===== src/pkg/brk_qual_pkg.sv =====
/*
  constants for the channel a bus-cycle qualifier: register offsets,
  field positions, reset values and interrupt layout.
  assumes a 32-bit classic wishbone register bus with byte offsets.
*/
package brk_qual_pkg;
  // ==========================================================
  // register byte offsets
  localparam logic [3:0] qual_offset = 4'h0;
  localparam logic [3:0] addr_offset = 4'h4;
  localparam logic [3:0] mask_offset = 4'h8;
  localparam logic [3:0] status_offset = 4'hc;
  localparam logic [3:0] irq_mask_offset = 4'h0;
  localparam logic [1:0] irq_mask_word = 2'h0;
  // ==========================================================
  // qualifier field positions
  localparam int master_lsb = 6;
  localparam int access_lsb = 4;
  localparam int direction_lsb = 2;
  localparam int qual_width = 16;
  localparam int field_top = 7;
  // ==========================================================
  // reset values
  localparam logic [15:0] qual_reset = 16'h0000;
  localparam logic [31:0] word_reset = 32'h0000_0000;
  // ==========================================================
  // extra registers: interrupt mask at 0x10
  localparam logic [4:0] irq_mask_addr = 5'h10;
  localparam int status_match_bit = 0;
endpackage


===== src/addr_compare.sv =====
/*
  masked 32-bit address compare for channel a.
  assumes address and stored values are stable for the compare cycle.
*/
`timescale 1ns/1ps
module addr_compare (
  input wire logic [31:0] bus_addr_i,
  input wire logic [31:0] break_address_i,
  input wire logic [31:0] break_address_mask_i,
  output logic hit_o
);
  logic [31:0] bit_ok;
  // ==========================================================
  // per-bit compare, a set mask bit drops the bit out
  genvar i;
  generate
    for (i = 0; i < 32; i++) begin : g_bit
      assign bit_ok[i] = break_address_mask_i[i] |
        (bus_addr_i[i] == break_address_i[i]);
    end
  endgenerate
  assign hit_o = &bit_ok;
endmodule


===== src/break_bus_cycle_select_a.sv =====
/*
  channel a bus-cycle qualifier with wishbone register slave.
  assumes one observed bus cycle per clock marked by cyc_valid_i.
*/
`timescale 1ns/1ps
module break_bus_cycle_select_a (
  input wire logic clk_i,
  input wire logic rst_i,
  input wire logic wb_cyc_i,
  input wire logic wb_stb_i,
  input wire logic wb_we_i,
  input wire logic [4:0] wb_adr_i,
  input wire logic [3:0] wb_sel_i,
  input wire logic [31:0] wb_dat_i,
  output logic [31:0] wb_dat_o,
  output logic wb_ack_o,
  input wire logic cyc_valid_i,
  input wire logic [31:0] cyc_addr_i,
  input wire logic cyc_is_dma_i,
  input wire logic cyc_is_fetch_i,
  input wire logic cyc_is_write_i,
  output logic match_o,
  output logic irq_o
);
  typedef struct packed {
    logic [5:0] qual;
    logic [31:0] addr;
    logic [31:0] mask;
    logic status;
    logic irq_mask;
    logic [31:0] dat;
    logic ack;
    logic match;
    logic irq;
  } state_s;

  state_s st_reg;
  state_s st_next;
  logic addr_hit;
  logic master_ok;
  logic access_ok;
  logic direction_ok;
  logic qual_hit;
  logic access_go;
  logic [1:0] ms;
  logic [1:0] at;
  logic [1:0] dr;
  logic [31:0] wmask;

  addr_compare u_cmp (
    .bus_addr_i(cyc_addr_i),
    .break_address_i(st_reg.addr),
    .break_address_mask_i(st_reg.mask),
    .hit_o(addr_hit)
  );

  // ==========================================================
  // qualifier decode
  always_comb begin
    ms = st_reg.qual[5:4];
    at = st_reg.qual[3:2];
    dr = st_reg.qual[1:0];
    master_ok = cyc_is_dma_i ? (ms == 2'h2) : ms[0];
    case (at)
      2'h1: access_ok = cyc_is_fetch_i;
      2'h2: access_ok = !cyc_is_fetch_i;
      2'h3: access_ok = 1'b1;
      default: access_ok = 1'b0;
    endcase
    case (dr)
      2'h1: direction_ok = !cyc_is_write_i;
      2'h2: direction_ok = cyc_is_write_i;
      2'h3: direction_ok = 1'b1;
      default: direction_ok = 1'b0;
    endcase
    // a 00 field decodes to reject, so it blocks the match
    qual_hit = master_ok & access_ok & direction_ok;
  end

  // byte-lane write mask from sel
  assign wmask = {{8{wb_sel_i[3]}}, {8{wb_sel_i[2]}},
                  {8{wb_sel_i[1]}}, {8{wb_sel_i[0]}}};
  // one ack per request; the cycle with ack high blocks a repeat
  assign access_go = wb_cyc_i & wb_stb_i & !st_reg.ack;

  // ==========================================================
  // next state
  always_comb begin
    st_next = st_reg;
    st_next.ack = access_go;
    st_next.match = cyc_valid_i & addr_hit & qual_hit;
    // event sets sticky status
    if (st_next.match) begin
      st_next.status = 1'b1;
    end
    st_next.dat = brk_qual_pkg::word_reset;
    if (access_go) begin
      if (wb_we_i) begin
        case (wb_adr_i)
          {1'b0, brk_qual_pkg::qual_offset}: begin
            if (wb_sel_i[0]) begin
              st_next.qual = wb_dat_i[7:2];
            end
          end
          {1'b0, brk_qual_pkg::addr_offset}:
            st_next.addr = (st_reg.addr & ~wmask) | (wb_dat_i & wmask);
          {1'b0, brk_qual_pkg::mask_offset}:
            st_next.mask = (st_reg.mask & ~wmask) | (wb_dat_i & wmask);
          brk_qual_pkg::irq_mask_addr: begin
            if (wb_sel_i[0]) begin
              st_next.irq_mask = wb_dat_i[0];
            end
          end
          default: ;
        endcase
      end else begin
        case (wb_adr_i)
          // bits 31:8 and bits 1:0 read zero
          {1'b0, brk_qual_pkg::qual_offset}:
            st_next.dat = {24'h00_0000, st_reg.qual, 2'h0};
          {1'b0, brk_qual_pkg::addr_offset}: st_next.dat = st_reg.addr;
          {1'b0, brk_qual_pkg::mask_offset}: st_next.dat = st_reg.mask;
          {1'b0, brk_qual_pkg::status_offset}: begin
            st_next.dat = {31'h0, st_reg.status};
            // read clears, but a new match in this cycle survives
            st_next.status = st_next.match;
          end
          brk_qual_pkg::irq_mask_addr:
            st_next.dat = {31'h0, st_reg.irq_mask};
          default: st_next.dat = brk_qual_pkg::word_reset;
        endcase
      end
    end
    st_next.irq = st_next.status & st_next.irq_mask;
  end

  // ==========================================================
  // state register
  always_ff @(posedge clk_i) begin
    if (rst_i) begin
      st_reg <= '0;
    end else begin
      st_reg <= st_next;
    end
  end

  assign wb_dat_o = st_reg.dat;
  assign wb_ack_o = st_reg.ack;
  assign match_o = st_reg.match;
  assign irq_o = st_reg.irq;

  // ==========================================================
  // checks; each watches the registered outputs or state one edge after the cause
  chk_dma_master_sel: assert property (
    @(posedge clk_i) disable iff (rst_i)
    cyc_valid_i && cyc_is_dma_i && st_reg.qual[5:4] != 2'h2
    |=> !match_o)
    else $error("dma match without 10 master");
  chk_cpu_master_sel: assert property (
    @(posedge clk_i) disable iff (rst_i)
    cyc_valid_i && !cyc_is_dma_i && !st_reg.qual[4]
    |=> !match_o)
    else $error("cpu match without x1 master");
  chk_fetch_access_sel: assert property (
    @(posedge clk_i) disable iff (rst_i)
    cyc_valid_i && cyc_is_fetch_i && !st_reg.qual[2]
    |=> !match_o)
    else $error("fetch match while not selected");
  chk_data_access_sel: assert property (
    @(posedge clk_i) disable iff (rst_i)
    cyc_valid_i && !cyc_is_fetch_i && !st_reg.qual[3]
    |=> !match_o)
    else $error("data match while not selected");
  chk_direction_sel: assert property (
    @(posedge clk_i) disable iff (rst_i)
    cyc_valid_i && (cyc_is_write_i ? !st_reg.qual[1] : !st_reg.qual[0])
    |=> !match_o)
    else $error("direction not selected");
  chk_addr_mask_cmp: assert property (
    @(posedge clk_i) disable iff (rst_i)
    cyc_valid_i && |((cyc_addr_i ^ st_reg.addr) & ~st_reg.mask)
    |=> !match_o)
    else $error("match despite address miss");
  chk_zero_field_block: assert property (
    @(posedge clk_i) disable iff (rst_i)
    cyc_valid_i && (st_reg.qual[5:4] == 2'h0 || st_reg.qual[3:2] == 2'h0
    || st_reg.qual[1:0] == 2'h0)
    |=> !match_o)
    else $error("match with a field left at 00");
  // full match is decoded here again from the field codes, not from qual_hit,
  // so a broken decoder cannot agree with itself
  chk_full_match: assert property (
    @(posedge clk_i) disable iff (rst_i)
    cyc_valid_i && ((cyc_addr_i ^ st_reg.addr) & ~st_reg.mask) == 32'h0
    && (cyc_is_dma_i ? st_reg.qual[5:4] == 2'h2 : st_reg.qual[4])
    && (cyc_is_fetch_i ? st_reg.qual[2] : st_reg.qual[3])
    && (cyc_is_write_i ? st_reg.qual[1] : st_reg.qual[0])
    |=> match_o)
    else $error("qualified cycle gave no match");
  chk_upper_byte_zero: assert property (
    @(posedge clk_i) disable iff (rst_i)
    access_go && !wb_we_i && wb_adr_i == 5'h00
    |=> wb_ack_o && wb_dat_o[31:8] == 24'h00_0000 && wb_dat_o[1:0] == 2'h0)
    else $error("reserved bits read nonzero");
  chk_field_write: assert property (
    @(posedge clk_i) disable iff (rst_i)
    access_go && wb_we_i && wb_adr_i == 5'h00 && wb_sel_i[0]
    |=> st_reg.qual == $past(wb_dat_i[7:2]))
    else $error("qual not written");
  // reset is not a disable here: the check is about the reset itself
  chk_reset_clear: assert property (
    @(posedge clk_i)
    rst_i |=> st_reg.qual == 6'h00 && !wb_ack_o && !match_o && !irq_o)
    else $error("state not cleared by reset");
  // one ack per request, never two in a row
  chk_ack_single: assert property (
    @(posedge clk_i) disable iff (rst_i)
    wb_ack_o |=> !wb_ack_o)
    else $error("ack held for two cycles");
  // the interrupt level stays until status is read or the mask is written
  chk_irq_sticky: assert property (
    @(posedge clk_i) disable iff (rst_i)
    irq_o && !(access_go && wb_adr_i == 5'h0c && !wb_we_i)
    && !(access_go && wb_adr_i == 5'h10 && wb_we_i)
    |=> irq_o)
    else $error("interrupt dropped without a status read");
endmodule


===== config.mk =====
export PLATFORM = sky130hd
export DESIGN_NAME = break_bus_cycle_select_a
export DESIGN_NICKNAME = d
export VERILOG_FILES = /design/src/pkg/brk_qual_pkg.sv /design/src/addr_compare.sv /design/src/break_bus_cycle_select_a.sv
export SDC_FILE = /design/constraint.sdc
export NUM_CORES = 1
export LEC_CHECK = 0
export ABC_AREA = 1
export BUFFER_PORTS_ARGS = -buffer_cell sky130_fd_sc_hd__buf_2
export CORE_MARGIN = 8
export CORE_UTILIZATION = 42
export DETAILED_ROUTE_END_ITERATION = 7
export GPL_TIMING_DRIVEN = 0
export PLACE_DENSITY = 0.67
export SLEW_MARGIN = 5
export SYNTH_ARGS = -nofsm -noshare
export SYNTH_HDL_FRONTEND = slang
export SYNTH_SLANG_ARGS = --single-unit

===== constraint.sdc =====
create_clock -name clk_i -period 3.5 [get_ports clk_i]
set_input_delay 0.175 -clock clk_i [delete_from_list [all_inputs] [get_ports clk_i]]
set_output_delay 0.175 -clock clk_i [all_outputs]
set_load 0.05 [all_outputs]

* Word-level counts from Yosys, hierarchy flattened
Index checks and enable logic that the tools add are counted.
Operators by class: divide/modulo/power cells 0, reductions and logical operators 9, shifts and indexed selects 0, bitwise logic cells 46, multipliers 0, add/subtract/negate cells 0, muxes and demuxes 12, equality and inequality tests 43, magnitude comparators 0
Operators with widths (number):
- $pmux W32 S5 | 1
- $and A32 B32 Y32 | 3
- $or A32 B32 Y32 | 2
- $mux W34 | 1
- $eq A1 B1 Y1 | 32
- $mux W32 | 1
- $not A32 Y32 | 1
- $or A1 B1 Y1 | 32
- $reduce_and A32 Y1 | 1
- $eq A2 B2 Y1 const B | 5
- $eq A5 B4 Y1 const B | 2
- $and A1 B1 Y1 | 7
- $mux W1 | 7
- $pmux W1 S3 | 2
- $reduce_and A3 Y1 | 2
- $eq A5 B3 Y1 const B | 1
- $eq A5 B5 Y1 const B | 1
- $logic_not A5 Y1 | 1
- $eq A2 B1 Y1 const B | 2
- $reduce_and A4 Y1 | 1
- $logic_not A1 Y1 | 3
- $reduce_or A3 Y1 | 1
- $not A1 Y1 | 1
Word-level totals: output and inout port bits 35, register bits after elaboration 107, memory bits (writable) 0, memories kept 0, bits of input ports 82, bits in read-only memories 0, latch bits 0, logic and storage cells 119

* Depth between registers and ports, before layout
depth after elaboration 10, mapped depth 10

* Modules after synthesis
Synthesis repeated with hierarchy kept, for this count alone.
Unflattened totals: cells, all modules 949, area total of the unflattened synthesis 5823.1 um2
By module, submodules not included:
- break_bus_cycle_select_a | area each 5019.8 um2, instances 1, cells an instance 744
- addr_compare | area each 803.3 um2, instances 1, cells an instance 205

* Least setup slack after synthesis
No wires, ideal clock.
path type reg2reg, start point register st_reg (netlist bit wb_ack_o), end point register st_reg (netlist bit at[0]), cell stages (with the launch flop) 8, data arrival time 1.347 ns, data required time 3.380 ns, setup time 0.120 ns, period minus slack after synthesis 1.467 ns, setup slack 2.033 ns, cell sequence dfxtp_1 > nor2_2 > nand2_2 > nor2_4 > nand4_1 > buf_2 > o21ai_1 > a21oi_1
On the way: longest elaborated chain between the ends 3
RTL lines:
- from (decl) | RTL line break_bus_cycle_select_a.sv:37 | state_s st_reg;
- from (signal assigned) | RTL line break_bus_cycle_select_a.sv:143 | st_reg <= st_next;
- $logic_not A1 Y1 | RTL line break_bus_cycle_select_a.sv:84 | assign access_go = wb_cyc_i & wb_stb_i & !st_reg.ack;
- $and A1 B1 Y1 | RTL line break_bus_cycle_select_a.sv:84
- $reduce_and A4 Y1 (no line)
No other way between the ends. A chain may end at the register's enable or synchronous reset.

* Final worst setup path
start point register st_reg (netlist bit wb_ack_o), end point register st_reg (netlist bit dr[0])
The elaborated chain is that of the path after synthesis.

==> run summary <==
sequential area share after synthesis: 41.9%
synth top area cells: dfxtp_1, inv_1, nand2_1
Slew Viols, Final: 0
Setup Fix Bufs, Post-CTS: 0
Hold Vio Cnt, Final: 0
fillcell total: 1213
warnings from Yosys: 0
first-pass iteration count of the detailed router: 5
arrival time at the worst endpoint: 1.71 ns
worst path required time: 3.74 ns
#FFs+latches synth: 107
worst path cell trace: nor2_2 -> nand2_2 -> nor2_4 -> nand4_1 -> buf_2 -> o21ai_1 -> a21oi_1
Gate Count Post-Synth: 719
Yosys top cell by area: dfxtp_1
Worst Tran Pin Value: 0.602 ns
CTS resizes: 0
DPL Wire Length: 11000 um
layout cell share with drive strength beyond 1: 23.6%
Layout Nets: 928
max cap viols: 0
Root Driver: clkbuf_16
Worst path max stage delay: 0.32 ns
VDD IR max: 0.229 mV
Cells after DPL: 982
initial antenna violation count: 1
CP Capture Type: flop
Worst Clk Skew: 0.00543 ns
Avg WL per Cell: 14.3 um
Setup crit start kind: flop
Routed WL: 14300 um
syn_nets: 801
Post-route DRC: 0
Final Util: 51.7%
Post-synth EDFFs: 0
die area: 16000 um^2
synthesized area: 5110 um^2
max frequency: 683 MHz
CTS buffer count: 9
clk sinks: 107
register clock-pin slew on the reported worst setup and hold paths: 0.07 ns
status: finished, final reports clean
Tot Pwr: 2.47 mW
IO buf count: 116
Comb power frac: 7.5%
number of global-route vias before repair: 4652
crit share post-route: 41.9%
min cycle time layout: 1.47 ns
cts hold-fix bufs: 0
sequential share of power: 49.4%
global-route wire length before repair: 23100 um
Crit path max-delay family: simple AND/OR/NAND/NOR gates
critical path class: reg2reg
switching power: 0.566 mW
most frequent cell after synthesis: inv_1
Top FF cell, synth: dfxtp_1
LEAKAGE: 2.95 nW
post-route ant nets: 0
gpl congestion: 0.875
number of setup violations in the final report: 0
Hold Path Class: in2reg
final global-route overflow total: 0
Die H: 126 um
slowest CP cell: dfxtp_1
CP bufs+invs: 1
Pint: 1.90 mW
Clock power frac: 43.1%
Fin Setup TNS: 0 ns
row count: 40
PD cells: 399 nW/um^2
Post-Layout Cell Count: 999
Initial Utilization: 42.8%
GRT Resource Usage Total: 18.3%
area grow syn2layout: 21.0%
most instantiated cells after synthesis: inv_1, nand2_1, dfxtp_1
DRT iter0 DRCs: 296
H-tree depth: 3
relative slew slack: 59.8%
Synth top area share: 41.9%
worst-path maximum fanout: 10
Multi-input gate area: 2050 um^2
worst-skew pair later-pin latency: 0.36 ns
TritonCTS clock tree: yes
vias: 4836
synth unique cells: 27
unrepaired setup endpoints after global routing: false
mean post-synth cell area: 7.11 um^2
clock buffer depth: 2
Die Width: 126 um
Via density: 4.84
Storage cell area: 2140 um^2
sw frac: 22.9%
largest net degree at the start of global routing: 16
placeable core area: 12000 um^2
IO Pins: 117
asr flop ratio synth: 0%
[final timing paths]
check,start,to,slack (ns),cells after the start
max,wb_ack_o,dr[0],2.03,7
min,rst_i,wb_ack_o,0.03,2
max reg2reg,wb_ack_o,dr[0],2.03,7
min reg2reg,flop,flop,0.48,2
[layout by cell type, fill, tap and decap left out]
cell	n
nand2_1	128
buf_1	3
o22ai_1	31
nand4_1	7
clkbuf_16	9
nand2_2	2
nand2_4	1
dfxtp_1	107
nor2_8	1
diode_2	1
inv_1	130
buf_6	4
nor2_2	2
nand3b_1	1
o211ai_1	2
buf_2	122
inv_2	9
inv_4	3
clkbuf_8	3
o21ai_0	18
o21ai_1	62
buf_4	35
nand3_4	7
a21oi_1	76
nand4_4	1
nor2_1	40
nor2_4	1
nand3_1	32
bufinv_16	1
nor3_1	1
clkbuf_1	12
[power by group through the flow]
stage | logic [mW] | registers [mW] | clock network [mW]
3_5_place_dp | 0.184 | 1.25 | 0
2_1_floorplan | 0.0852 | 1.25 | 0
6_report | 0.184 | 1.22 | 1.06
4_1_cts | 0.184 | 1.22 | 1.08
5_1_grt | 0.206 | 1.22 | 1.13
3_3_place_gp | 0.182 | 1.25 | 0
[layout make-up]
class	instances	area share, %
Sequential cell	107	34.6
Multi-Input combinational cell	413	33.1
Timing Repair Buffer	116	9.38
Inverter	142	8.73
Buffer	57	6.19
Clock buffer	15	4.49
Tap cell	147	2.97
Clock inverter	1	0.485
Antenna cell	1	0.0404
[kinds of logic (layout without fill, tap and decap cells)]
logic type / Yosys count / after routing / share of synthesized area, %
buf+inv: 199 / 331 / 18.1
compound gates: 189 / 189 / 19.4
other cells: 0 / 1 / 0
simple gates: 224 / 224 / 20.7
flops: 107 / 107 / 41.9
[routing by layer]
metal	track usage, %	part of all wire [%]
met3	5.15	6.2
met4	7.29	1.7
met1	22.3	45
met2	29.8	47
met5	0	0
[per-stage QoR]
step                area, um^2  hold WS [ns]  setup slack, ns
floorplan                 5110         0.244             2.03
global placement          5880         0.411             2.05
detailed placement        5880         0.408             2.00
CTS                       6190        0.0315             2.04
global route              6190        0.0458             1.95
finish                    6190        0.0327             2.03
Note: power is estimated with default switching activity, not from simulation.
